### config.mk
export PLATFORM = sky130hd
export DESIGN_NAME = adc_output_format_and_config
export DESIGN_NICKNAME = d
export VERILOG_FILES = /design/src/rtl/adc_out_pkg.sv /design/src/rtl/adc_output_format_and_config.sv
export SDC_FILE = /design/constraint.sdc
export NUM_CORES = 1
export LEC_CHECK = 0
export BUFFER_PORTS_ARGS = -buffer_cell sky130_fd_sc_hd__clkbuf_2
export CAP_MARGIN = 20
export CORE_UTILIZATION = 45
export CTS_CLUSTER_DIAMETER = 50
export DETAILED_ROUTE_END_ITERATION = 7
export MAX_ROUTING_LAYER = met4
export PLACE_DENSITY = 0.84
export SKIP_LAST_GASP = 1
export SYNTH_ARGS = -nofsm -noshare
export SYNTH_HDL_FRONTEND = slang
export SYNTH_SLANG_ARGS = --single-unit
### constraint.sdc
create_clock -name i_clock -period 2.9 [get_ports i_clock]
set_input_delay 0.145 -clock i_clock [delete_from_list [all_inputs] [get_ports i_clock]]
set_output_delay 0.145 -clock i_clock [all_outputs]
set_load 0.01 [all_outputs]
### src/rtl/adc_out_pkg.sv
// Constants and types for the sample output and configuration stage
// Overview of operation
// RQ1 - CMOS mode drives all sample bits in parallel, one sample per clock.
// RQ2 - Receiver captures CMOS words on the rising edge of the sample clock.
// RQ3 - Multiplexed mode interleaves both channels on bus B, bus A floats.
// RQ4 - Controller selects multiplexed mode only below 80 mega-samples per second.
// RQ5 - Multiplexed mode entered from register field or from the power pins.
// RQ6 - Coding is twos complement or offset binary, by register or strap.
// RQ7 - Positive overdrive clamps to 3fff offset binary, 1fff twos complement.
// RQ8 - Negative overdrive clamps to 0000 offset binary, 2000 twos complement.
// RQ9 - Reset pin high: modes come straight from the strap pins.
// RQ10 - Reset pin low: registers reset first, pins act as serial port.
// RQ11 - Registers return to defaults on reset pulse or software reset bit.
// RQ12 - Combined mode applies power pins while serial sets other settings.
// RQ13 - Serial clock strap low disables, high enables low-speed mode.
// RQ14 - Enable level decodes to coding and CMOS or LVDS output.
// RQ15 - Data and clock LVDS drive doubled by two separate bits.
// RQ16 - LVDS swing comes from a register field, nominal after reset.
// RQ17 - LVDS sends even bits on rising, odd bits on falling clock edge.
// RQ18 - Pins 111 multiplex, 100 global power-down, 101 channel A standby.
// RQ19 - Twos complement is offset binary with the top bit inverted.
`default_nettype none
package adc_out_pkg;
  localparam int SAMPLE_W = 14;
  localparam int SWING_W  = 6;
  localparam logic [SAMPLE_W-1:0] OB_POS_FULL = 14'h3fff;
  localparam logic [SAMPLE_W-1:0] OB_NEG_FULL = 14'h0000;
  localparam logic [SAMPLE_W-1:0] TC_POS_FULL = 14'h1fff;
  localparam logic [SAMPLE_W-1:0] TC_NEG_FULL = 14'h2000;
  localparam logic [SWING_W-1:0]  SWING_NOMINAL = 6'h00;
  localparam logic [2:0] PINS_GLOBAL_PD = 3'h4;
  localparam logic [2:0] PINS_A_STANDBY = 3'h5;
  localparam logic [2:0] PINS_MUX       = 3'h7;
  // Enable pin level classes: gnd, 3/8, 5/8, supply
  localparam logic [1:0] LEVEL_GND    = 2'h0;
  localparam logic [1:0] LEVEL_3_8    = 2'h1;
  localparam logic [1:0] LEVEL_5_8    = 2'h2;
  localparam logic [1:0] LEVEL_SUPPLY = 2'h3;

  typedef enum logic [1:0] {CFG_PARALLEL, CFG_SERIAL, CFG_COMBINED} cfg_mode_t;

  typedef struct packed {
    logic                twos_comp;
    logic                lvds;
    logic                low_speed;
    logic                mux;
    logic                global_pd;
    logic                a_standby;
    logic                data_double;
    logic                clock_double;
    logic [SWING_W-1:0]  swing;
  } out_cfg_t;

  typedef struct packed {
    logic                twos_comp;
    logic                lvds;
    logic                low_speed;
    logic [1:0]          pd_mode;
    logic                data_double;
    logic                clock_double;
    logic [SWING_W-1:0]  swing;
  } serial_regs_t;

  localparam serial_regs_t REG_DEFAULT = '{1'b0, 1'b0, 1'b0, 2'h0, 1'b0, 1'b0, SWING_NOMINAL};
  localparam logic [1:0] PD_MODE_MUX = 2'h3;
  localparam logic [1:0] PD_MODE_GLOBAL = 2'h1;
  localparam logic [1:0] PD_MODE_STANDBY = 2'h2;
endpackage
`default_nettype wire

### src/rtl/adc_output_format_and_config.sv
// Output formatting, channel multiplexing and configuration selection
`timescale 1ns/1ps
`default_nettype none
module adc_output_format_and_config #(
  parameter int SAMPLE_W = adc_out_pkg::SAMPLE_W
) (
  input  wire logic                              i_clock,
  input  wire logic                              i_reset_n,
  input  wire logic                              i_reset_pin,
  input  wire logic                              i_sample_valid,
  input  wire logic [SAMPLE_W-1:0]               i_chan_a_sample,
  input  wire logic [SAMPLE_W-1:0]               i_chan_b_sample,
  input  wire logic                              i_chan_a_over_pos,
  input  wire logic                              i_chan_a_over_neg,
  input  wire logic                              i_chan_b_over_pos,
  input  wire logic                              i_chan_b_over_neg,
  input  wire logic [1:0]                        i_serial_enable_level,
  input  wire logic                              i_serial_clock_pin,
  input  wire logic                              i_power_ctrl_pin_1,
  input  wire logic                              i_power_ctrl_pin_2,
  input  wire logic                              i_power_ctrl_pin_3,
  input  wire logic                              i_reg_write,
  input  wire adc_out_pkg::serial_regs_t         i_reg_data,
  input  wire logic                              i_soft_reset,
  output logic [SAMPLE_W-1:0]                    o_chan_a_data_bus,
  output logic                                   o_chan_a_data_bus_oe,
  output logic [SAMPLE_W-1:0]                    o_chan_b_data_bus,
  output logic                                   o_chan_b_data_bus_oe,
  output logic                                   o_sample_out_clock,
  output logic [SAMPLE_W/2-1:0]                  o_lvds_a_pairs,
  output logic [SAMPLE_W/2-1:0]                  o_lvds_b_pairs,
  output logic                                   o_sample_out_clock_pos,
  output adc_out_pkg::out_cfg_t                  o_cfg
);

  // ----------------------------------------------------------------
  // Pin synchronisers
  // ----------------------------------------------------------------
  logic [7:0] sync1;
  logic [7:0] sync2;
  logic [7:0] pins_raw;
  assign pins_raw = {i_reset_pin, i_serial_enable_level, i_serial_clock_pin,
                     i_power_ctrl_pin_1, i_power_ctrl_pin_2, i_power_ctrl_pin_3, 1'b0};
  always_ff @(posedge i_clock) begin
    if (!i_reset_n) begin
      sync1 <= 8'h00;
      sync2 <= 8'h00;
    end else begin
      sync1 <= pins_raw;
      sync2 <= sync1;
    end
  end

  logic       rst_pin_s;
  logic [1:0] level_s;
  logic       sclk_s;
  logic [2:0] ctrl_s;
  assign rst_pin_s = sync2[7];
  assign level_s   = sync2[6:5];
  assign sclk_s    = sync2[4];
  assign ctrl_s    = sync2[3:1];

  // ----------------------------------------------------------------
  // Configuration mode and serial registers
  // ----------------------------------------------------------------
  adc_out_pkg::cfg_mode_t    cfg_mode;
  adc_out_pkg::cfg_mode_t    next_cfg_mode;
  adc_out_pkg::serial_regs_t regs;
  adc_out_pkg::serial_regs_t next_regs;
  logic                      rst_pin_d;
  logic                      next_rst_pin_d;

  always_comb begin
    next_rst_pin_d    = rst_pin_s;
    next_regs         = regs;
    next_cfg_mode     = cfg_mode;
    // RQ9 parallel when reset held high
    if (rst_pin_s) begin
      next_cfg_mode = adc_out_pkg::CFG_PARALLEL;
    // RQ12 combined when pins used
    end else if (ctrl_s != 3'h0) begin
      next_cfg_mode = adc_out_pkg::CFG_COMBINED;
    // RQ10 serial only otherwise
    end else begin
      next_cfg_mode = adc_out_pkg::CFG_SERIAL;
    end
    // RQ11 pulse falling edge or soft bit
    if ((rst_pin_d && !rst_pin_s) || i_soft_reset) begin
      next_regs = adc_out_pkg::REG_DEFAULT;
    end else if (i_reg_write && !rst_pin_s) begin
      next_regs = i_reg_data;
    end
  end

  always_ff @(posedge i_clock) begin
    if (!i_reset_n) begin
      cfg_mode     <= adc_out_pkg::CFG_SERIAL;
      regs         <= adc_out_pkg::REG_DEFAULT;
      rst_pin_d    <= 1'b0;
    end else begin
      cfg_mode     <= next_cfg_mode;
      regs         <= next_regs;
      rst_pin_d    <= next_rst_pin_d;
    end
  end

  // ----------------------------------------------------------------
  // Effective configuration
  // ----------------------------------------------------------------
  adc_out_pkg::out_cfg_t cfg;
  adc_out_pkg::out_cfg_t next_cfg;

  always_comb begin
    next_cfg.twos_comp    = regs.twos_comp;
    next_cfg.lvds         = regs.lvds;
    next_cfg.low_speed    = regs.low_speed;
    // RQ15 RQ16 drive and swing from registers
    next_cfg.data_double  = regs.data_double;
    next_cfg.clock_double = regs.clock_double;
    next_cfg.swing        = regs.swing;
    next_cfg.mux          = (regs.pd_mode == adc_out_pkg::PD_MODE_MUX);
    next_cfg.global_pd    = (regs.pd_mode == adc_out_pkg::PD_MODE_GLOBAL);
    next_cfg.a_standby    = (regs.pd_mode == adc_out_pkg::PD_MODE_STANDBY);
    if (cfg_mode == adc_out_pkg::CFG_PARALLEL) begin
      // RQ13 low-speed from clock strap
      next_cfg.low_speed = sclk_s;
      // RQ14 enable level decode
      next_cfg.twos_comp = (level_s == adc_out_pkg::LEVEL_GND) ||
                           (level_s == adc_out_pkg::LEVEL_SUPPLY);
      next_cfg.lvds      = (level_s == adc_out_pkg::LEVEL_5_8) ||
                           (level_s == adc_out_pkg::LEVEL_SUPPLY);
      next_cfg.data_double  = 1'b0;
      next_cfg.clock_double = 1'b0;
      next_cfg.swing        = adc_out_pkg::SWING_NOMINAL;
    end
    if (cfg_mode != adc_out_pkg::CFG_SERIAL) begin
      // RQ18 power pin decode
      // RQ5 pins or register select mux
      next_cfg.mux       = next_cfg.mux || (ctrl_s == adc_out_pkg::PINS_MUX);
      next_cfg.global_pd = next_cfg.global_pd || (ctrl_s == adc_out_pkg::PINS_GLOBAL_PD);
      next_cfg.a_standby = next_cfg.a_standby || (ctrl_s == adc_out_pkg::PINS_A_STANDBY);
    end
  end

  always_ff @(posedge i_clock) begin
    if (!i_reset_n) begin
      cfg <= '0;
    end else begin
      cfg <= next_cfg;
    end
  end
  assign o_cfg = cfg;

  // ----------------------------------------------------------------
  // Sample coding
  // ----------------------------------------------------------------
  // RQ7 RQ8 RQ19 clamp and recode
  function automatic logic [SAMPLE_W-1:0] code_sample(
    input logic [SAMPLE_W-1:0] ob, input logic pos, input logic neg, input logic tc);
    logic [SAMPLE_W-1:0] v;
    v = pos ? adc_out_pkg::OB_POS_FULL : (neg ? adc_out_pkg::OB_NEG_FULL : ob);
    code_sample = tc ? {~v[SAMPLE_W-1], v[SAMPLE_W-2:0]} : v;
  endfunction

  logic [SAMPLE_W-1:0] word_a;
  logic [SAMPLE_W-1:0] word_b;
  logic [SAMPLE_W-1:0] next_word_a;
  logic [SAMPLE_W-1:0] next_word_b;
  logic [SAMPLE_W-1:0] held_a;
  logic [SAMPLE_W-1:0] next_held_a;
  logic                clk_out;
  logic                next_clk_out;

  always_comb begin
    next_word_a  = word_a;
    next_word_b  = word_b;
    next_held_a  = held_a;
    next_clk_out = 1'b0;
    if (i_sample_valid) begin
      // RQ6 coding from config
      next_word_a = code_sample(i_chan_a_sample, i_chan_a_over_pos, i_chan_a_over_neg,
                                cfg.twos_comp);
      next_word_b = code_sample(i_chan_b_sample, i_chan_b_over_pos, i_chan_b_over_neg,
                                cfg.twos_comp);
      next_clk_out = 1'b1;
      if (cfg.mux) begin
        // RQ3 interleave on bus B
        next_held_a = next_word_a;
      end
    end else if (cfg.mux && clk_out) begin
      next_word_b  = held_a;
      next_clk_out = 1'b0;
    end
  end

  always_ff @(posedge i_clock) begin
    if (!i_reset_n) begin
      word_a  <= '0;
      word_b  <= '0;
      held_a  <= '0;
      clk_out <= 1'b0;
    end else begin
      word_a  <= next_word_a;
      word_b  <= next_word_b;
      held_a  <= next_held_a;
      clk_out <= next_clk_out;
    end
  end

  // ----------------------------------------------------------------
  // Output drivers
  // ----------------------------------------------------------------
  logic outs_on;
  assign outs_on = !cfg.global_pd;
  // RQ1 parallel CMOS words
  assign o_chan_b_data_bus    = word_b;
  assign o_chan_a_data_bus    = word_a;
  // RQ3 bus A floats in mux mode
  assign o_chan_a_data_bus_oe = outs_on && !cfg.lvds && !cfg.mux && !cfg.a_standby;
  assign o_chan_b_data_bus_oe = outs_on && !cfg.lvds;
  assign o_sample_out_clock   = clk_out;
  assign o_sample_out_clock_pos = clk_out && cfg.lvds && outs_on;

  // RQ17 even bits high phase, odd low
  always_comb begin
    for (int i = 0; i < SAMPLE_W/2; i++) begin
      o_lvds_a_pairs[i] = clk_out ? word_a[2*i] : word_a[2*i+1];
      o_lvds_b_pairs[i] = clk_out ? word_b[2*i] : word_b[2*i+1];
    end
  end

endmodule // adc_output_format_and_config
`default_nettype wire

== Word level (Yosys, flattened, before mapping) ==
Cells that the tools add are included.
Word-level totals
  bits in registers: 89
  latch bits: 0
  memory bits (writable): 0
  ROM bits: 0
  bits of input ports: 57
  output and inout port bits: 60
  memories: 0
Cells by class
  add/subtract/negate cells: 0
  multiply operators: 0
  div/mod/pow operators: 0
  $lt $le $gt $ge: 0
  eq/ne operators: 9
  shift operators: 0
  multiplexer cells: 27
  bitwise logic cells: 3
  reduce and logical (&&, ||, !) cells: 27
Operator list (number)
  2-to-1 mux 14 bit: 8
  2-to-1 mux 1 bit: 16
  == test 3 bit, second input constant: 3
  == test 2 bit, second input constant: 4
  logical AND 1 bit: 8
  logical OR 1 bit: 6
  2-to-1 mux 3 bit: 2
  OR reduction 2 bit: 3
  logical NOT 1 bit: 5
  logical NOT 2 bit: 2
  NOT 1 bit: 3
  nonzero test 3 bit: 1
  == test 2 x 1 -> 1 bit, second input constant: 1
  2-to-1 mux 2 bit: 1
  != test 2 x 1 -> 1 bit, second input constant: 1
  AND reduction 2 bit: 1
  nonzero test 2 bit: 1

== Longest topological paths before layout ==
Gate-level depths: netlist (run 1).
  word-level depth: 5
  gate-level depth with buffers: 5

== Worst setup path before layout (run 1) ==
Ideal clock, no wire load.
  kind: register to output
  start point: register clk_out, in the netlist o_sample_out_clock
  end point: output o_lvds_a_pairs[0]
  arrival time: 1129 ps
  required time: 2755 ps
  path slack: 1626 ps
  cell stages (with the launch flop): 4
  buffers on the path: 2
  path through: dfxtp_1 -> buf_2 -> buf_2 -> mux2_2
On the way
  longest elaborated chain between the ends: 1
Ends and longest elaborated chain
  from (decl): RTL line adc_output_format_and_config.sv:171  | logic clk_out;
  from (signal assigned): RTL line adc_output_format_and_config.sv:206  | clk_out <= next_clk_out;
  2-to-1 mux 1 bit: RTL line adc_output_format_and_config.sv:227  | o_lvds_a_pairs[i] = clk_out ? word_a[2*i] : word_a[2*i+1];
  to (decl): RTL line adc_output_format_and_config.sv:30  | output logic [SAMPLE_W/2-1:0] o_lvds_a_pairs,
Every way passes these cells.

== Final worst setup path (run 1) ==
  start point: register clk_out, in the netlist o_sample_out_clock
  end point: output o_lvds_b_pairs[1]
On the way
  longest elaborated chain between the ends: 1
Ends and longest elaborated chain
  2-to-1 mux 1 bit: RTL line adc_output_format_and_config.sv:228  | o_lvds_b_pairs[i] = clk_out ? word_b[2*i] : word_b[2*i+1];
  to (decl): RTL line adc_output_format_and_config.sv:31  | output logic [SAMPLE_W/2-1:0] o_lvds_b_pairs,
Every way passes these cells.

==> results of run 1 <==
-- cells in the final DEF, fill, tap and decap left out, types with 2 or more instances in the layout --
cell type      synthesis  final
nor2b_1               16     16
o211ai_1               2      2
o2bb2ai_1             13     13
o21ai_0                5      5
and2_1                25     25
nand3_1                3      3
bufinv_16              0      3
a211oi_1              27     27
nand3b_1               2      2
dlygate4sd3_1          0      6
mux2_2                14     14
clkbuf_1               8      2
dfxtp_1               87     87
nand2_1               29     29
ha_1                   2      2
o22ai_1               14     14
clkbuf_2               0    116
inv_1                  6      6
o2111ai_1              3      3
clkbuf_8               0      9
nor2_1                32     32
nand2b_1               3      3
nor3_1                 2      2
a21oi_1               31     31
-- final timing paths --
check / start / endpoint / slack (ns) / cells after the start
min: i_serial_clock_pin / sync1[4] / 0.02 / 2
max reg2reg: o_sample_out_clock / o_chan_b_data_bus[0] / 0.95 / 3
min reg2reg: sync1[4] / sync2[4] / 0.43 / 1
max: o_sample_out_clock / o_lvds_b_pairs[1] / 0.94 / 2
-- report_power, final --
| group | switching (µW) | internal, µW | leakage [µW] |
|---|---|---|---|
| Sequential | 39.3 | 1240 | 0.000713 |
| Clock | 399 | 567 | 0.000113 |
| Combinational | 148 | 125 | 0.000966 |
| Total | 586 | 1940 | 0.00179 |
-- layer usage --
layer / vias to the layer above / global-route usage (%)
met3: 21 / 3.96
met4: 0 / 11.8
met2: 96 / 31.7
met1: 1315 / 28.5
met5: - / -
li1: 1457 / -
-- per-stage QoR --
stage          utilization (%)  setup slack, ns  power, µW  instance area [µm²]  cells
2_1_floorplan                -             1.63       1460                 3320    353
3_3_place_gp              56.3             1.08       1570                 3910    540
3_5_place_dp              56.3             1.02       1570                 3910    540
4_1_cts                   60.5            0.945       2540                 4200    561
5_1_grt                   60.5            0.789       2620                 4200    561
6_report                  60.5            0.938       2520                 4200    561
-- repair_timing --
item / in CTS / in global routing
endpoints found under the setup margin: 0 / 0
resized for setup: 0 / 0
hold endpoints to repair: 6 / 0
hold buffers: 6 / 0
buffers inserted: 0 / 0
-- registers in the layout, summed over array words and instances, names as in the netlist, 2 cells and up --
name / count
held_a: 14
o_cfg: 14
o_chan_a_data_bus: 14
o_chan_b_data_bus: 14
regs: 13
sync1: 7
sync2: 7
cfg_mode: 2
-- kinds of logic (layout without fill, tap and decap cells) --
| group | Yosys count | after routing | share of synthesized area, % |
|---|---|---|---|
| DFF | 87 | 87 | 52.4 |
| and+or+nand+nor | 117 | 117 | 17.7 |
| muxes | 14 | 14 | 4.75 |
| AOI/OAI and AO/OA | 100 | 100 | 20.0 |
| buffers and inverters | 33 | 145 | 4.33 |
| adders and majority gates | 2 | 2 | 0.753 |
-- final cells by class --
| class | count | share of cell area (%) |
|---|---|---|
| sequential | 87 | 41.5 |
| multi-input combinational | 233 | 34.2 |
| timing repair buffer | 123 | 15.4 |
| clock buffer | 11 | 3.13 |
| tap | 96 | 2.86 |
| clock inverter | 4 | 2.27 |
| inverter | 7 | 0.626 |
==> flow_summary.toml, run 1 <==
[floorplan]
dieArea_um2 = 7730
start_util_pct = 47.8
rows = 30
die_x_um = 87.9
pin_count = 117
core_area_um2 = 6940
die_h_um = 87.9

[grt]
antenna_found_initial = 0
grt_max_degree = 52
overflow = 0
grt_pass1_wl_um = 12400
grt_usage_pct = 21.8
grt_pass1_vias = 2670

[sta]
min_period_over_period_pct = 67.7
slew-limit-headroom_pct = 36.5
period_minus_slack_ns = 1.96
setup_viol = 0
tightest_slew_ns = 0.946
clock_skew_ns = 0.00739
rsz0062_at_grt = "no"
fmax_mhz = 510
slew_viol_final = 0
whs_ns = 0.0153
tns_ns = 0
hold_violations = 0

[drt]
drc = 0
vias = 2889
vias_per_cell = 5.15
drt_iter0_markers = 165
wl_per_cell_um = 14.0
route.antenna.remaining_nets = 0
wl_met1_um = 3650
topRoutingLayerUsed = "met4"
met2WireLength_um = 3550
first_pass_iters = 4
postRouteWirelength_um = 7830
routed-wl-met3_um = 393

[logic_synthesis]
yosysSeqAreaShare_pct = 52.4
netlist_area_um2 = 3320
ys_warn_count = 0
yosys.cell_count.top_type = "dfxtp_1"
synth.distinct_cells = 34
syn_inst = 353
synth_edf_count = 0
synth_top_area_share_pct = 52.4
yosysTopAreaCell = "dfxtp_1"
syn_area_per_cell_um2 = 9.41
syn_nets = 412
async_flop_share_pct = 0
netlist_top_cells_count = "87 x dfxtp_1, 32 x nor2_1, 31 x a21oi_1"
ys.flop_type = "dfxtp_1"
synth_area_leaders = "dfxtp_1 52%, a211oi_1 6.1%, mux2_2 4.7%"
ys_ff_latch = 87

[worst_setup_path]
end_kind = "output port"
criticalPathCategory = "flip-flop to output port"
startpoint_type = "flip-flop"
critical-path-slowest-cell = "dfxtp_1"
crit_buf_inv = 1
timing.critical_path.slowest_cell_delay_ns = 0.92
cp.required_ns = 2.76
cp_max_fo = 18
crit_arrival_ns = 1.82
crit_chain = "mux2_2 > clkbuf_2"
cp_top_family = "flip-flops"

[cells_and_area]
drive_gt1_share_pct = 31.4
area_delta_synth_final_pct = 26.4
nNetsFinal = 520
insertedDiodeCount = 0
n_fill_cell = 566
regArea_um2 = 1740
multi_input_comb_area_um2 = 1440

[outcome]
outcome = "finished, final reports clean"

[clocking]
cts.reportedPaths.clkPinSlew_ns = 0.08
clk_latency_ns = 0.35
cts-root-buf = "clkbuf_8"
cts_tree = "built"
clock_sinks = 87
clockBufferDepth = 2
h-tree-depth = 3
cts_buffers = 9

[placed_design]
place_congestion = 0.912
dp_hpwl_um = 5560
port-buffer-count = 116

[pwr]
p_per_area_nw_per_um2 = 601
vdd_drop_max_mv = 0.319
leakagePower_uw = 0.00179

[job]
cap_violations = 0

[hold_path]
hold_class = "input pin to flip-flop"
(Power assumes the default switching activity.)
==> run 2, diff against run 1 <==
--- a/config.mk
+++ b/config.mk
@@ -7,11 +7,11 @@
 export LEC_CHECK = 0
 export BUFFER_PORTS_ARGS = -buffer_cell sky130_fd_sc_hd__clkbuf_2
 export CAP_MARGIN = 20
-export CORE_UTILIZATION = 45
+export CORE_UTILIZATION = 44
 export CTS_CLUSTER_DIAMETER = 50
 export DETAILED_ROUTE_END_ITERATION = 7
 export MAX_ROUTING_LAYER = met4
-export PLACE_DENSITY = 0.84
+export PLACE_DENSITY = 0.86
 export SKIP_LAST_GASP = 1
 export SYNTH_ARGS = -nofsm -noshare
 export SYNTH_HDL_FRONTEND = slang
==> constraint.sdc (replaced) <==
create_clock -name i_clock -period 1.7 [get_ports i_clock]
set_input_delay 0.085 -clock i_clock [delete_from_list [all_inputs] [get_ports i_clock]]
set_output_delay 0.085 -clock i_clock [all_outputs]
set_load 0.01 [all_outputs]
==> run 2 against run 1 <==
- flip-flop and latch count is the same
- clock power rose by 35%
- first-iteration DRC count decreased by 4.8%
- final cell count rose by 4.5%
- critical path type unchanged
- routed wire length increased by 6.5%
- die area is 2.2% higher
- global-route usage rose by 0.29 points
- count of clock-buffer cells in the layout is 1 lower
- sequential power rose by 70%
- setup slack got worse by 0.77 ns
- design area up 3.6%
==> flow_summary.toml, run 2 (synthesis gave the netlist of run 1 again) <==
[hold_path]
hold_class = "input pin to flip-flop"

[sta]
min_period_over_period_pct = 90.0
tns_ns = 0
fin_ws_ns = 0.171
slew-limit-headroom_pct = 43.8
hold_violations = 0
tightest_slew_ns = 0.838
clock_skew_ns = 0.00768
fmax_mhz = 654
rsz0062_at_grt = "no"
period_minus_slack_ns = 1.53
setup_viol = 0
slew_viol_final = 0
whs_ns = 0.0877

[drt]
wl_per_cell_um = 14.2
vias_per_cell = 5.20
first_pass_iters = 4
postRouteWirelength_um = 8340
route.antenna.remaining_nets = 0
drt_iter0_markers = 157
drc = 0
vias = 3050

[cells_and_area]
n_fill_cell = 657
nNetsFinal = 541
drive_gt1_share_pct = 32.0
insertedDiodeCount = 0
layout_common_cells = "116 x clkbuf_2, 87 x dfxtp_1, 32 x nor2_1"
finish.utilization_pct = 59.7
area_delta_synth_final_pct = 31.0
final_common_cell = "clkbuf_2"

[grt]
grt_max_degree = 28
grt_pass1_vias = 2817
antenna_found_initial = 0
grt_usage_pct = 22.0
overflow = 0
grt_pass1_wl_um = 12600

[clocking]
clk_latency_ns = 0.35
post_cts_resized = 0
cts_buffers = 9
cts.reportedPaths.clkPinSlew_ns = 0.08
clock_sinks = 87
cts_tree = "built"
h-tree-depth = 3
clockBufferDepth = 2
cts-root-buf = "clkbuf_8"

[pwr]
leakagePower_uw = 0.00186
vdd_drop_max_mv = 0.548
fin_total_pwr_uw = 4000
p_per_area_nw_per_um2 = 919

[worst_setup_path]
cp_max_fo = 17
crit_chain = "buf_4 > mux2_2 > clkbuf_2"
criticalPathCategory = "flip-flop to output port"
cp_top_family = "buffers and inverters"
crit_buf_inv = 2
startpoint_type = "flip-flop"
critical-path-slowest-cell = "mux2_2"
cp.required_ns = 1.62
timing.critical_path.slowest_cell_delay_ns = 0.37
end_kind = "output port"
crit_arrival_ns = 1.44

[placed_design]
port-buffer-count = 116
dp_hpwl_um = 5810
place_congestion = 0.835
dp_worst_setup_slack_ns = 0.320

[floorplan]
rows = 31
die_h_um = 88.9
start_util_pct = 45.5
pin_count = 117
dieArea_um2 = 7900
core_area_um2 = 7290
die_x_um = 88.9

[job]
cap_violations = 0

[outcome]
outcome = "finished, final reports clean"
-- run 2: cell types whose count changed in the layout (fill, tap and decap cells not counted), moves of 2 or more --
| cell | before | now |
|---|---|---|
| dlygate4sd3_1 | 6 | 20 |
| buf_4 | 1 | 8 |
| bufinv_16 | 3 | 0 |
| clkinvlp_4 | 0 | 3 |
| clkbuf_1 | 2 | 0 |
-- run 2: repair_timing --
item | 4_1_cts | 5_1_grt
setup buffers | 0 | 0
hold endpoints to repair | 20 | 0
hold buffers | 20 | 0
-- run 2: final timing paths --
| path | from | endpoint | slack [ns] | cells after the start |
|---|---|---|---|---|
| setup reg to reg | o_cfg[10] | o_chan_b_data_bus[12] | 0.28 | 3 |
| hold / removal | i_reset_n | rst_pin_d | 0.09 | 3 |
| hold reg to reg | sync1[2] | sync2[2] | 0.44 | 1 |
| setup / recovery | o_sample_out_clock | o_lvds_b_pairs[3] | 0.17 | 3 |
-- run 2: where the power goes --
| group | leakage [µW] | internal, µW | switching [µW] |
|---|---|---|---|
| Clock | 0.0000849 | 575 | 728 |
| Sequential | 0.000713 | 2120 | 60.5 |
| Combinational | 0.00106 | 245 | 267 |
-- run 2: tightest hold or removal path, delay by kind of cell --
| kind | cells | cell delay [ns] |
|---|---|---|
| AND/OR/NAND/NOR | 1 | 0.10 |
| buffers and inverters | 2 | 0.20 |
-- run 2: area by class of cell --
class	instances	area (µm²)	area share, %
timing repair buffer	144	841	19.3
sequential	87	1740	40.0
inverter	7	26.3	0.604
tap	99	124	2.85
clock buffer	10	138	3.16
multi-input combinational	233	1440	33.0
clock inverter	6	45.0	1.04
-- run 2: routing by layer --
metal	vias up	track usage [%]	share of wire (%)
met2	103	36.7	51
met4	0	12.2	3.4
met1	1419	24.1	40
li1	1505	-	-
met3	23	5.41	5.1
met5	-	-	0
-- run 2: per-stage QoR --
stage | instance area (µm²) | cells
global placement | 3970 | 550
detailed placement | 3970 | 550
global route | 4350 | 586
CTS | 4350 | 586
floorplan | 3320 | 353
finish | 4350 | 586
